<file path="src/amp_prot_pkg.sv">
// shared constants, types and register map of the amplifier protection sequencer
//
// How it works
// - above 145 C gain falls step by step, fully muted at 155 C, stage stays on.
// - above 160 C power stage drops at once, returns directly when temperature clears.
// - current limiting only regulates output level; outputs keep switching, no shutdown.
// - limiting held continuously longer than tau trips overcurrent and shuts down.
// - fault flag is pulled low during limiting and after an overcurrent trip.
// - after trip: flag released at 50 ms, mute at 100 ms, run at 150 ms, repeating.
// - at the 100 ms point the window check runs; a rail short holds flag low.
// - every standby-to-mute start runs the window check first; a rail short halts start-up.
// - supply low switches off silently; restart 100 ms after supply recovers.
// - supply high drops the stages; they return as soon as supply is back, no delay.
// - supply imbalance switches off; restart 100 ms after it clears.
// - mute keeps both stages switching at 50 % with inputs disabled.
// - start-up holds mute about 150 ms before operation, even if operation is asked.
package amp_prot_pkg;
  localparam int unsigned CLK_MHZ = 25;
  localparam int unsigned MS_US = 1000;
  localparam int unsigned MS_CYC_DEF = MS_US * CLK_MHZ;
  localparam int unsigned TAU_US = 40;
  localparam int unsigned TAU_CYC = TAU_US * CLK_MHZ;
  localparam int unsigned PRE_W = 16;
  localparam int unsigned LIM_W = 12;
  localparam int unsigned EV_W = 7;
  localparam logic [7:0] T_FLAG_REL_MS = 8'h32;
  localparam logic [7:0] T_MUTE_MS = 8'h64;
  localparam logic [7:0] T_RUN_MS = 8'h96;
  localparam logic [7:0] T_SUPPLY_MS = 8'h64;
  localparam logic [7:0] TF_START_C = 8'h91;
  localparam logic [7:0] TF_MUTE_C = 8'h9b;
  localparam logic [7:0] OT_TRIP_C = 8'ha0;
  localparam logic [7:0] GAIN_FULL = 8'hff;
  localparam logic [7:0] GAIN_STEP = 8'h19;
  localparam logic [7:0] A_CTRL = 8'h00;
  localparam logic [7:0] A_STATE = 8'h04;
  localparam logic [7:0] A_EVENT = 8'h08;
  localparam logic [7:0] A_MASK = 8'h0c;
  localparam int unsigned CF_STBY = 0;
  localparam int unsigned SF_EN = 0;
  localparam int unsigned SF_MUTE = 1;
  localparam int unsigned SF_LIM = 2;
  localparam int unsigned SF_FLAG = 3;
  localparam int unsigned SF_ST = 4;
  localparam int unsigned SF_GAIN = 8;
  localparam int unsigned EV_OT = 0;
  localparam int unsigned EV_TRIP = 1;
  localparam int unsigned EV_WIN = 2;
  localparam int unsigned EV_UV = 3;
  localparam int unsigned EV_OV = 4;
  localparam int unsigned EV_UB = 5;
  localparam int unsigned EV_LIM = 6;
  localparam logic [EV_W-1:0] MASK_RST = 7'h00;
  typedef enum logic [1:0] {
    MODE_STBY = 2'b00,
    MODE_MUTE = 2'b01,
    MODE_OPER = 2'b10
  } mode_e;
  typedef enum logic [2:0] {
    ST_STANDBY = 3'b000,
    ST_WINDOW = 3'b001,
    ST_MUTE = 3'b010,
    ST_RUN = 3'b011,
    ST_OC_OFF = 3'b100,
    ST_HOLD = 3'b101
  } st_e;
  typedef struct packed {
    logic psel;
    logic penable;
    logic pwrite;
    logic [7:0] paddr;
    logic [31:0] pwdata;
  } apb_req_s;
  typedef struct packed {
    logic [1:0] mode;
    logic ilim;
    logic win_short;
    logic uv;
    logic ov;
    logic ub;
  } pins_s;
  typedef struct packed {
    st_e st;
    logic [PRE_W-1:0] pre;
    logic [7:0] ms;
    logic [LIM_W-1:0] lim;
    logic force_stby;
    logic [EV_W-1:0] evt;
    logic [EV_W-1:0] mask;
    logic [31:0] rdata;
    logic [7:0] gain;
    logic mute;
    logic stage_en;
    logic flag_low;
    logic climit;
  } core_s;
endpackage

</file>
<file path="src/amp_protection_sequencer.sv">
// fault supervisor and restart sequencer for a two-channel switching power stage
`timescale 1ns/10ps
module amp_protection_sequencer #(
  parameter int unsigned MS_CYC = amp_prot_pkg::MS_CYC_DEF
) (
  input wire logic clk_i, // 25 MHz core clock
  input wire logic resetn_i, // async reset, active low
  input wire amp_prot_pkg::apb_req_s apb_i, // apb request group
  output logic [31:0] prdata_o, // apb read data
  output logic pready_o, // apb ready
  output logic pslverr_o, // apb error on unmapped address
  input wire logic [1:0] mode_i, // decoded mode pin, async
  input wire logic ilim_i, // current limit comparator, async
  input wire logic win_short_i, // output window check: rail short, async
  input wire logic uv_i, // supply_low_guard comparator, async
  input wire logic ov_i, // supply_high_guard comparator, async
  input wire logic ub_i, // supply_imbalance_guard comparator, async
  input wire logic [7:0] temp_c_i, // junction temperature in C, core clock
  output logic [7:0] gain_o, // thermal_gain_rollback gain, ff = full
  output logic mute_o, // input stages off, outputs idle at 50 %
  output logic stage_en_o, // power stage switching
  output logic current_limit_o, // regulate output level at the current limit
  output logic fault_flag_n_o, // fault_flag_n drive level, always low
  output logic fault_flag_oe_o, // fault_flag_n pulled low while high
  output logic irq_o // level interrupt
);
  import amp_prot_pkg::*;

  core_s q;
  core_s n;
  pins_s p;
  logic tick;
  logic hot;
  logic lim_on;
  logic trip;
  logic stby;
  logic supply_off;
  logic acc;
  logic wr;
  logic hit;
  logic [EV_W-1:0] ev_set;
  logic [EV_W-1:0] ev_clr;
  logic [31:0] rd;

  ////////////////////////////////////////////////////////////////////////////
  // pin conditioning

  sync_agree #(
    .W($bits(pins_s))
  ) u_pins (
    .clk_i(clk_i),
    .resetn_i(resetn_i),
    .d_i({mode_i, ilim_i, win_short_i, uv_i, ov_i, ub_i}),
    .q_o(p)
  );

  ////////////////////////////////////////////////////////////////////////////
  // fault conditions

  always_comb begin
    hot = temp_c_i > OT_TRIP_C;
    supply_off = p.uv | p.ub;
    // limiting only counts while the stage is actually switching
    lim_on = p.ilim & q.stage_en;
    trip = lim_on & (q.lim >= LIM_W'(TAU_CYC));
    stby = (p.mode != MODE_MUTE && p.mode != MODE_OPER) | q.force_stby;
    acc = apb_i.psel & apb_i.penable;
    wr = acc & apb_i.pwrite;
    hit = apb_i.paddr == A_CTRL || apb_i.paddr == A_STATE ||
          apb_i.paddr == A_EVENT || apb_i.paddr == A_MASK;
  end

  ////////////////////////////////////////////////////////////////////////////
  // sequencer

  always_comb begin
    n = q;
    // millisecond timebase; ms counter saturates so long waits stay valid
    tick = q.pre == PRE_W'(MS_CYC - 1);
    n.pre = tick ? '0 : q.pre + 1'b1;
    if (tick && q.ms != 8'hff) begin
      n.ms = q.ms + 8'h01;
    end
    // persistence counter clears on any gap in limiting
    n.lim = lim_on ? q.lim + 1'b1 : '0;

    case (q.st)
      ST_STANDBY: begin
        if (!stby) begin
          n.st = ST_WINDOW;
        end
      end
      ST_WINDOW: begin
        // stages stay off while the check sees a rail short
        if (!p.win_short) begin
          n.st = ST_MUTE;
          n.ms = 8'h00;
          n.pre = '0;
        end
      end
      ST_MUTE: begin
        if (q.ms >= T_RUN_MS && p.mode == MODE_OPER) begin
          n.st = ST_RUN;
        end
      end
      ST_RUN: begin
        if (p.mode == MODE_MUTE) begin
          n.st = ST_MUTE;
        end
      end
      ST_OC_OFF: begin
        if (q.ms >= T_MUTE_MS) begin
          if (p.win_short) begin
            n.ms = T_MUTE_MS;
          end else begin
            n.st = ST_MUTE;
          end
        end
      end
      ST_HOLD: begin
        if (q.ms >= T_SUPPLY_MS) begin
          n.st = ST_WINDOW;
        end
      end
      default: begin
        n.st = ST_STANDBY;
      end
    endcase

    if (trip) begin
      n.st = ST_OC_OFF;
      n.ms = 8'h00;
      n.pre = '0;
    end
    // restart delay runs from the moment the supply fault clears
    if (supply_off && q.st != ST_STANDBY) begin
      n.st = ST_HOLD;
      n.ms = 8'h00;
      n.pre = '0;
    end
    if (stby) begin
      n.st = ST_STANDBY;
    end

    // over-temperature and over-voltage gate without leaving the state,
    // so the stage returns as soon as they clear
    n.stage_en = (n.st == ST_MUTE || n.st == ST_RUN) & ~hot & ~p.ov;
    n.mute = n.st == ST_MUTE || temp_c_i >= TF_MUTE_C;
    n.climit = lim_on;

    if (temp_c_i <= TF_START_C) begin
      n.gain = GAIN_FULL;
    end else if (temp_c_i >= TF_MUTE_C) begin
      n.gain = 8'h00;
    end else begin
      n.gain = 8'((TF_MUTE_C - temp_c_i) * GAIN_STEP);
    end

    // flag node: low while limiting, for 50 ms after a trip and while a rail short
    // is seen at a window check
    n.flag_low = lim_on
                 | (n.st == ST_OC_OFF && (n.ms < T_FLAG_REL_MS || n.ms >= T_MUTE_MS))
                 | (n.st == ST_WINDOW && p.win_short);

    ////////////////////////////////////////////////////////////////////////
    // events and registers

    ev_set = '0;
    ev_set[EV_OT] = hot;
    ev_set[EV_TRIP] = trip;
    ev_set[EV_WIN] = (q.st == ST_WINDOW || q.st == ST_OC_OFF) & p.win_short;
    ev_set[EV_UV] = p.uv;
    ev_set[EV_OV] = p.ov;
    ev_set[EV_UB] = p.ub;
    ev_set[EV_LIM] = lim_on;
    ev_clr = (wr && apb_i.paddr == A_EVENT) ? apb_i.pwdata[EV_W-1:0] : '0;
    // a new event in the clearing cycle survives the clear
    n.evt = (q.evt & ~ev_clr) | ev_set;

    if (wr && apb_i.paddr == A_CTRL) begin
      n.force_stby = apb_i.pwdata[CF_STBY];
    end
    if (wr && apb_i.paddr == A_MASK) begin
      n.mask = apb_i.pwdata[EV_W-1:0];
    end

    rd = '0;
    case (apb_i.paddr)
      A_CTRL: begin
        rd[CF_STBY] = q.force_stby;
      end
      A_STATE: begin
        rd[SF_EN] = q.stage_en;
        rd[SF_MUTE] = q.mute;
        rd[SF_LIM] = q.climit;
        rd[SF_FLAG] = q.flag_low;
        rd[SF_ST +: 3] = q.st;
        rd[SF_GAIN +: 8] = q.gain;
      end
      A_EVENT: begin
        rd[EV_W-1:0] = q.evt;
      end
      A_MASK: begin
        rd[EV_W-1:0] = q.mask;
      end
      default: begin
        rd = '0;
      end
    endcase
    // read data is captured in the setup cycle so prdata comes from a flop
    if (apb_i.psel && !apb_i.penable && !apb_i.pwrite) begin
      n.rdata = rd;
    end
  end

  always_ff @(posedge clk_i or negedge resetn_i) begin
    if (!resetn_i) begin
      q <= '0;
      q.st <= ST_STANDBY;
      q.mask <= MASK_RST;
    end else begin
      q <= n;
    end
  end

  ////////////////////////////////////////////////////////////////////////////
  // outputs

  assign prdata_o = q.rdata;
  assign pready_o = acc;
  assign pslverr_o = acc & ~hit;
  assign gain_o = q.gain;
  assign mute_o = q.mute;
  assign stage_en_o = q.stage_en;
  assign current_limit_o = q.climit;
  // open drain: never drives high, a released node is biased high outside
  assign fault_flag_n_o = 1'b0;
  assign fault_flag_oe_o = q.flag_low;
  assign irq_o = |(q.evt & q.mask);
endmodule

</file>
<file path="src/sync_agree.sv">
// three-stage pin synchroniser that accepts a change once stages two and three agree
`timescale 1ns/10ps
module sync_agree #(
  parameter int W = 7
) (
  input wire logic clk_i, // core clock
  input wire logic resetn_i, // async reset, active low
  input wire logic [W-1:0] d_i, // raw asynchronous levels
  output logic [W-1:0] q_o // filtered levels
);
  typedef struct packed {
    logic [W-1:0] s1;
    logic [W-1:0] s2;
    logic [W-1:0] s3;
    logic [W-1:0] q;
  } sync_s;

  sync_s q;
  sync_s n;

  ////////////////////////////////////////////////////////////////////////////
  always_comb begin
    n = q;
    n.s1 = d_i;
    // s1 feeds only s2: it may be metastable
    n.s2 = q.s1;
    n.s3 = q.s2;
    for (int i = 0; i < W; i++) begin
      if (q.s2[i] == q.s3[i]) begin
        n.q[i] = q.s3[i];
      end
    end
  end

  always_ff @(posedge clk_i or negedge resetn_i) begin
    if (!resetn_i) begin
      q <= '0;
    end else begin
      q <= n;
    end
  end

  assign q_o = q.q;
endmodule

</file>
<file path="config.mk">
export PLATFORM = sky130hd
export DESIGN_NAME = amp_protection_sequencer
export DESIGN_NICKNAME = d
export VERILOG_FILES = /design/src/amp_prot_pkg.sv /design/src/amp_protection_sequencer.sv /design/src/sync_agree.sv
export SDC_FILE = /design/constraint.sdc
export NUM_CORES = 1
export LEC_CHECK = 0
export BUFFER_PORTS_ARGS = -buffer_cell sky130_fd_sc_hd__buf_2
export CORE_ASPECT_RATIO = 1.75
export CORE_MARGIN = 2
export CORE_UTILIZATION = 49
export CTS_CLUSTER_SIZE = 30
export DETAILED_ROUTE_END_ITERATION = 12
export PLACE_DENSITY = 0.81
export SLEW_MARGIN = 20
export SYNTH_ARGS = -nofsm -noshare
export SYNTH_HDL_FRONTEND = slang
export SYNTH_SLANG_ARGS = --single-unit
</file>
<file path="constraint.sdc">
create_clock -name clk_i -period 3.8 [get_ports clk_i]
set_input_delay 0.38 -clock clk_i [delete_from_list [all_inputs] [get_ports clk_i]]
set_output_delay 0.38 -clock clk_i [all_outputs]
set_load 0.02 [all_outputs]
</file>
==> results.md, run 1 <==
* Outcome: complete, no violations
* Most frequent cells in the layout: dfrtp_1 (109), buf_2 (63), nor2_1 (49)
* Final setup fails at 0
* CP max stage delay at 0.58 ns
* Largest net degree at the start of global routing at 77
* Longest Clk Path Bufs at 2
* Clock-pin slew on the worst setup and hold paths at 0.07 ns
* Total grt overflow at 0
* WP data required at 4.02 ns
* Worst Tran Pin Value at 0.959 ns
* Hold_buf cts at 0
* Worst Hold Class: input pin to register
* 1st-pass router iterations at 4
* Max Cap Viol at 0
* Startpoint types: register
* Clk Latency, worst-skew pair at 0.34 ns
* DR DRC count at 0
* Register-to-Register Path Depth at 7
* Die H at 145 um
* PortBufs at 64
* RSZ-0062 raised after global routing: false
* Detailed Place HPWL at 8290 um
* CTS sink cnt at 109
* Final Power at 2800 uW
* Final Hold Viols at 0
* Netlist Area Pre-Place at 5580 sq um
* Seq cells post-synth at 109
* Initial antenna violation count at 0
* RD Place Congestion at 0.891
* First-pass GRT wire length at 19,200 um
* Crit-path max FO at 10
* Synth Area per Inst at around 11 sq um
* First DRT Iteration DRCs at roughly 180
* Critical R2R Launch: q[95]
* Tcrit/Tclk final at 0.771
* Arrival time at the worst endpoint at approximately 3.2 ns
* Synth-to-layout area growth at 9.41%
* Final WL at 11,100 um
* CTS HTree Levels at 3
* Per-cell routed wire length at 15.8 um
* Number of fill cells at about 940
* Clock root buffer: clkbuf_16
* Postcts setup bufs at 0
* Pwr per Cell Area at 458 nW/um^2
* Slew Limit Fails at 0
* Main flop type after synthesis: dfrtp_1
* Via count at 3,946
* Cells after DPL at around 680
* Fin Clk Skew at 0.00614 ns
* Critical path's slowest cell: o32ai_1
* CTS tree: yes
* Yosys warns at 0
* Worst slew margin at 0.360
* Post-CTS resize count at 0
* Core ar. at 11,100 sq um
* CTS buffer count at 9
* Critical path endpoint category: register
* Peak supply drop at 363 uV
* Post-synthesis cell type count at 63
* Synth Instances at about 520
* Die area at 12,300 sq um
* Remaining antenna violation count after routing at 0
* IO Pins at 108
* Crit-path cells: o32ai_1 > o21a_1 > nand2_1 > or3_1 > or2_2 > nor4_1 > nor2_1
* Kind of critical path: register to register
* Post-synth EDFFs at 0
* Leading cell types by total area after synthesis: dfrtp_1 (49%), buf_4 (5.5%), ha_1 (4.9%)
* Register-to-register setup slack at 0.87 ns
* Reg2reg end: fault_flag_oe_o
* Leak Pwr at 0.00286 uW
* Setup TNS Final at 0 ns
* Non-filler cells in the finished layout at 700
* Total GRT Usage at 0.190
* # diodes at 0
* Crit. Startpoint: q[95]
* Setup crit end: fault_flag_oe_o
* Async SR Flop Fraction at 1.00
* Largest area contributor in the netlist: dfrtp_1
* DIE WIDTH at 84.7 um
* Post-DR vias/cell at 5.64
* Number of global-route vias before repair at 4,165
* Layout cells sized above 1 at 0.190
* FP Rows at 51
* Fmax achieved at 342 MHz
* Nets at between 600 and 700
* Tmin final at approximately 2.9 ns
* Initial core utilization at 0.503
* Sequential element share of the synthesized area at 0.489
* Commonest non-fill, non-tap cell in the layout: dfrtp_1
* Share of the synthesized area in the top cell type at 0.489
## layer usage
layer  share of wire  routed length (um)  global-route usage  up-vias
li1                -                   -                   -     1852
met1            0.38                4190               0.209     1947
met2            0.55                6070               0.340      117
met3           0.042                 470              0.0307       30
met4           0.032                 360               0.105        0
met5               0                   0                   0        -
## area by class of cell
class                      instances  area, sq um  area share
clock buffer                      11          253      0.0414
clock inverter                     5         63.8      0.0104
inverter                          27          101      0.0166
multi-input combinational        350         2460       0.403
sequential                       109         2730       0.447
tap                              132          165      0.0270
timing repair buffer              66          338      0.0553
## power by group
group,switching (uW),internal (uW)
clock,414,554
sequential,80.4,1230
combinational,323,194
total,817,1980
## worst min-delay path by stage
| stage | to | from | cells past startpoint |
|---|---|---|---|
| final | u_pins.n[20] | mode_i[1] | 1 |
| after global routing | u_pins.n[16] | uv_i | 1 |
| after CTS | u_pins.n[16] | uv_i | 1 |
| after detailed placement | u_pins.n[10] | u_pins.n[17] | 0 |
| after global placement | u_pins.n[12] | u_pins.n[19] | 0 |
| after floorplan | current_limit_o | resetn_i | 0 |
## cell usage after synthesis, drive strengths merged (4+ instances only)
| library cell | instances |
|---|---|
| dfrtp | 109 |
| nor2 | 49 |
| buf | 43 |
| nand2 | 36 |
| inv | 27 |
| ha | 22 |
| nand3 | 22 |
| a22o | 21 |
| xor2 | 19 |
| xnor2 | 16 |
| o21ai | 15 |
| mux2 | 14 |
| clkbuf | 11 |
| and3 | 9 |
| a21o | 8 |
| maj3 | 7 |
| a21oi | 6 |
| nor3 | 6 |
| o211ai | 6 |
| or3 | 6 |
| and2 | 5 |
| mux2i | 5 |
| or4b | 5 |
| nor2b | 4 |
| nor4 | 4 |
## kinds of logic (layout without fill, tap and decap cells)
| kind of cell | count (synthesis) | count (layout) | share of synthesized area |
|---|---|---|---|
| AOI/OAI and AO/OA | 84 | 84 | 0.117 |
| DFF | 109 | 109 | 0.489 |
| adders and majority gates | 31 | 31 | 0.0690 |
| other | 1 | 18 | 0.000672 |
| and+or+nand+nor | 162 | 162 | 0.147 |
| muxes | 20 | 20 | 0.0412 |
| buffers and inverters | 81 | 109 | 0.0823 |
| xor gates and xnor gates | 35 | 35 | 0.0549 |
## stage by stage
stage          instance area [sq um]  hold slack (ns)  utilization  setup slack (ns)
2_1_floorplan                   5650           0.0844            -              1.17
3_3_place_gp                    5790            0.335        0.522             0.995
3_5_place_dp                    5790            0.335        0.522             0.936
4_1_cts                         6110            0.125        0.550             0.904
5_1_grt                         6110            0.128        0.550             0.601
6_report                        6110            0.139        0.550             0.872
## critical path: cells and delay by family, from the launching register on
kind / cells / cell delay [ns]
flops: 1 / 0.50
compound gates: 2 / 0.81
simple gates: 5 / 1.49
## registers in the layout (all words and copies together) (netlist names)
| register | flops |
|---|---|
| gain_o | 8 |
| current_limit_o | 1 |
| mute_o | 1 |
| prdata_o | 15 |
| u_pins.q | 7 |
| u_pins.q_o | 7 |
| fault_flag_oe_o | 1 |
| u_pins.n | 14 |
| q | 54 |
| stage_en_o | 1 |
(Power assumes the default switching activity.)
==> run 2: changes to the inputs <==
==> constraint.sdc (replaced) <==
create_clock -name clk_i -period 2.8 [get_ports clk_i]
set_input_delay 0.28 -clock clk_i [delete_from_list [all_inputs] [get_ports clk_i]]
set_output_delay 0.28 -clock clk_i [all_outputs]
set_load 0.02 [all_outputs]
==> results.md, run 2 (synthesis gave the netlist of run 1 again) <==
* CTS sink cnt at 109
* # diodes at 0
* Initial antenna violation count at 0
* Initial core utilization at 0.503
* Fin Clk Skew at 0.00691 ns
* Worst Tran Pin Value at 0.674 ns
* Per-cell routed wire length at 16.1 um
* Pwr per Cell Area at 615 nW/um^2
* Crit-path cells: or4b_4 > or4b_4 > or4_4 > and2_1 > a2111oi_4 > o41ai_1 > nor2_1
* Critical path's slowest cell: or4b_4
* Power share of the combinational group at 0.203
* Max FFs per register at 54
* Final Hold Viols at 0
* Post-DR vias/cell at around 5.6
* Most used routing layer: met2
* IO Pins at 108
* CTS tree: yes
* Via count at 4,029
* DIE WIDTH at 84.7 um
* Synth-to-layout area growth at 13.4%
* Total grt overflow at 0
* RSZ-0062 raised after global routing: true
* Detailed Place HPWL at 8700 um
* Clock group share of total power at 0.340
* NetSw at 1190 uW
* Number of fill cells at 901
* Core ar. at 11,100 sq um
* Final Core Density at 0.570
* Crit-path max FO at 5
* Clk Latency, worst-skew pair at 0.35 ns
* Longest Clk Path Bufs at 2
* Final setup fails at 0
* Peak supply drop at 448 uV
* Critical path endpoint category: register
* Layout cells sized above 1 at 0.231
* Final WL at around 12,000 um
* Cell with the most instances on the worst path: or4b_4
* Clock-pin slew on the worst setup and hold paths at around 0.08 ns
* Die area at 12,300 sq um
* Setup TNS Final at 0 ns
* Outcome: complete, no violations
* First DRT Iteration DRCs at 230
* CTS HTree Levels at 3
* Total GRT Usage at 0.190
* RD Place Congestion at roughly 0.87
* WP buf/inv at 0
* Sequential power share at 0.456
* Arrival time at the worst endpoint at 3.08 ns
* Worst slew margin at 0.551
* Max Cap Viol at 0
* GR Layer Usage met3 at 0.0358
* Nets at 668
* Worst Hold Class: input pin to register
* Startpoint types: register
* 1st-pass router iterations at 4
* Switch share at 0.305
* FF/Latch Area at 2730 sq um
* Multi-input gate area at 2510 sq um
* Most frequent cells in the layout: dfrtp_1 (109), buf_2 (63), nor2_1 (48)
* CTS buffer count at 9
* Int Power at about 2700 uW
* Largest Register: q
* Min Hold Slack at 0.0364 ns
* Dpl cell area at 5940 sq um
* Grt met1 use at 0.194
* Cell area after layout at 6330 sq um
* Tcrit/Tclk final at 0.998
* Fmax achieved at 358 MHz
* PortBufs at 64
* Die H at between 100 and 150 um
* Kind of critical path: register to register
* First-pass GRT wire length at about 19,000 um
* Clock root buffer: clkbuf_16
* Largest net degree at the start of global routing at between 50 and 60
* Leak Pwr at 0.00300 uW
* WP data required at approximately 3 ns
* DR DRC count at 0
* Tmin final at 2.80 ns
* Commonest non-fill, non-tap cell in the layout: dfrtp_1
* Slew Limit Fails at 0
* CP max stage delay at a little under 0.6 ns
* Met2 Use GR at 0.350
* Crit path max-delay family: simple AND/OR/NAND/NOR gates
* Remaining antenna violation count after routing at 0
* FP Rows at 51
* Number of global-route vias before repair at about 4.2k
## run 2: cell count changes in the layout (fill, tap and decap cells not counted), sizes merged
cell / delta
clkbuf: -2
buf: +20
clkinvlp: -1
inv: +2
dlygate4sd3: +1
clkinv: +1
## run 2: metrics by stage
stage	worst slack (ns)	power, uW	std cells
2_1_floorplan	0.173	2340	540
3_3_place_gp	0.0731	2530	702
3_5_place_dp	-0.131	2570	702
4_1_cts	0.00242	3900	720
5_1_grt	-0.0720	4060	721
6_report	0.00477	3890	721
## run 2: cell type report
cell class	instances	share of cell area
Clock inverter	7	0.0136
Inverter	27	0.0160
Tap cell	132	0.0261
Timing Repair Buffer	87	0.0806
Clock buffer	9	0.0356
Multi-Input combinational cell	350	0.397
Sequential cell	109	0.431
## run 2: power groups by stage
stage | Clock [uW] | Sequential (uW) | Combinational, uW
global route | 1410 | 1790 | 863
CTS | 1360 | 1770 | 775
floorplan | 0 | 1760 | 576
detailed placement | 0 | 1800 | 768
global placement | 0 | 1800 | 738
finish | 1320 | 1780 | 791
## run 2: final timing paths
check                             start              end  slack [ns]  cells past startpoint
setup / recovery                  q[94]  fault_flag_oe_o       0.005                      7
min in group asynchronous      resetn_i     u_pins.n[15]        0.50                      2
max in group asynchronous      resetn_i            q[54]        1.60                      3
hold reg to reg            u_pins.n[18]     u_pins.n[11]        0.35                      0
setup reg to reg                  q[94]  fault_flag_oe_o       0.005                      7
hold / removal                mode_i[0]     u_pins.n[19]        0.04                      1
## run 2: repair_timing
item / 4_1_cts / 5_1_grt
resized for setup: 1 / 9
setup buffers: 1 / 1
hold buffers: 1 / 0
gates cloned: 0 / 0
pin swaps: 0 / 5
endpoints found under the hold margin: 35 / 0
setup endpoints to repair: 1 / 1
## run 2: per-layer routing
| metal | vias to the layer above | wire, um |
|---|---|---|
| met5 | - | 0 |
| met4 | 0 | 537 |
| met3 | 43 | 529 |
| met2 | 137 | 6340 |
| met1 | 1963 | 4240 |
| li1 | 1886 | - |
==> run 3: changes to the inputs <==
--- a/config.mk
+++ b/config.mk
@@ -6,12 +6,15 @@
 export NUM_CORES = 1
 export LEC_CHECK = 0
 export BUFFER_PORTS_ARGS = -buffer_cell sky130_fd_sc_hd__buf_2
+export CELL_PAD_IN_SITES_DETAIL_PLACEMENT = 0
+export CELL_PAD_IN_SITES_GLOBAL_PLACEMENT = 1
 export CORE_ASPECT_RATIO = 1.75
 export CORE_MARGIN = 2
-export CORE_UTILIZATION = 49
+export CORE_UTILIZATION = 43
 export CTS_CLUSTER_SIZE = 30
 export DETAILED_ROUTE_END_ITERATION = 12
-export PLACE_DENSITY = 0.81
+export PLACE_DENSITY = 0.89
+export SETUP_SLACK_MARGIN = 0.2
 export SLEW_MARGIN = 20
 export SYNTH_ARGS = -nofsm -noshare
 export SYNTH_HDL_FRONTEND = slang
==> results.md, run 3 (synthesis gave the netlist of run 1 again) <==
* Initial antenna violation count at 0
* CTS buffer count at 9
* NetSw at 1140 uW
* Critical path endpoint category: register
* Clk Latency, worst-skew pair at 0.35 ns
* # diodes at 0
* Die H at 155 um
* Power share of the combinational group at 0.209
* Longest Clk Path Bufs at 2
* Tmin final at 2.80 ns
* Tcrit/Tclk final at 0.999
* Nets at roughly 670
* First-pass GRT wire length at between 15,000 and 20,000 um
* Reg2reg end: fault_flag_oe_o
* Final setup fails at 0
* RSZ-0062 raised after global routing: true
* CTS sink cnt at 109
* Cells after DPL at 741
* Worst Hold Class: input pin to register
* Setup TNS Final at 0 ns
* Max Cap Viol at 0
* Non-filler cells in the finished layout at 764
* Min Hold Slack at 0.0312 ns
* Final Core Density at 0.499
* Switch share at 0.305
* Synth-to-layout area growth at 14.5%
* Register-to-register setup slack at 0.003 ns
* CTS tree: yes
* Slew Limit Fails at 0
* 1st-pass router iterations at 4
* IO Pins at 108
* Detailed Place HPWL at between 8000 and 9000 um
* Int Power at 2600 uW
* WP data required at between 3 and 4 ns
* FP Rows at 55
* Kind of critical path: register to register
* Worst slew margin at 0.544
* Per-cell routed wire length at 15.3 um
* Clock group share of total power at 0.317
* Crit-path max FO at 4
* Most frequent cells in the layout: dfrtp_1 (109), buf_2 (63), nor2_1 (48)
* PortBufs at 64
* Total GRT Usage at 0.173
* Remaining antenna violation count after routing at 0
* Fin Clk Skew at 0.0101 ns
* Via count at approximately 4.0k
* Outcome: complete, no violations
* Final WL at ~12,000 um
* Pwr per Cell Area at 586 nW/um^2
* Setup crit end: fault_flag_oe_o
* Die area at 13,900 sq um
* DR DRC count at 0
* Clock root buffer: clkbuf_16
* Peak supply drop at 270 uV
* Worst Tran Pin Value at 0.685 ns
* Core ar. at 12,800 sq um
* Sequential power share at 0.475
* Total grt overflow at 0
* CTS HTree Levels at 3
* Arrival time at the worst endpoint at around 3.0 ns
* Layout cells sized above 1 at 0.238
* Number of global-route vias before repair at 4,116
* Post-DR vias/cell at 5.18
* Crit. Startpoint: q[90]
* First DRT Iteration DRCs at 168
* Largest Register: q
* Initial core utilization at 0.436
* Fmax achieved at 358 MHz
* Register-to-Register Path Depth at 7
* Largest net degree at the start of global routing at 61
* Clock-pin slew on the worst setup and hold paths at 0.07 ns
* DIE WIDTH at ~90 um
* Commonest non-fill, non-tap cell in the layout: dfrtp_1
* RD Place Congestion at 0.888
* Critical R2R Launch: q[90]
* Final Hold Viols at 0
* Startpoint types: register
* Leak Pwr at 0.00298 uW
* Hold Path Stages at 1
* Max FFs per register at between 50 and 60
## run 3: power groups by stage
| stage | Sequential, uW | Combinational [uW] | Clock, uW |
|---|---|---|---|
| 2_1_floorplan | 1760 | 576 | 0 |
| 3_3_place_gp | 1800 | 745 | 0 |
| 3_5_place_dp | 1810 | 763 | 0 |
| 4_1_cts | 1780 | 781 | 1220 |
| 5_1_grt | 1790 | 861 | 1290 |
| 6_report | 1780 | 781 | 1180 |
## run 3: worst min path at each step
stage	start	end	slack (ns)
6_report	mode_i[1]	u_pins.n[20]	0.03
3_5_place_dp	u_pins.n[18]	u_pins.n[11]	0.33
3_3_place_gp	u_pins.n[18]	u_pins.n[11]	0.34
5_1_grt	ilim_i	u_pins.n[18]	0.02
4_1_cts	mode_i[1]	u_pins.n[20]	0.02
2_1_floorplan	resetn_i	current_limit_o	-0.02
## run 3: metal layers
layer | vias to the layer above | wire length [um] | GRT usage
met5 | - | 0 | 0
met4 | 0 | 380 | 0.0777
met3 | 29 | 394 | 0.0302
met2 | 105 | 6480 | 0.331
met1 | 1919 | 4410 | 0.183
li1 | 1904 | - | -
## run 3: area by class of cell
cell class / count / area (sq um)
Tap cell: 171 / 214
Clock buffer: 10 / 229
Clock inverter: 5 / 45.0
Timing Repair Buffer: 92 / 548
Inverter: 27 / 101
Sequential cell: 109 / 2730
Multi-Input combinational cell: 350 / 2530
Fill cell: 1192 / 6410
## run 3: stage by stage
stage / setup slack [ns] / total power (uW) / instance area, sq um
floorplan: 0.184 / 2340 / 5650
global placement: 0.0316 / 2550 / 5990
detailed placement: 0.0288 / 2570 / 5990
CTS: 0.0254 / 3780 / 6360
global route: -0.146 / 3940 / 6390
finish: 0.00343 / 3740 / 6390
## run 3: critical path: stages, from the launching register on
cell and delay [ns]:
dfrtp_1 0.40, or4b_4 0.52, or4b_4 0.56, or4_4 0.55
a21oi_4 0.19, o22ai_2 0.08, nor4_1 0.30, nor2_1 0.07
## run 3: repair_timing
item                       in CTS  in global routing
gates resized for setup         7                  6
pin swaps                       8                  0
hold buffers                    1                  0
setup endpoints to repair       1                  2
hold endpoints to repair       14                  0
setup buffers                   6                  1
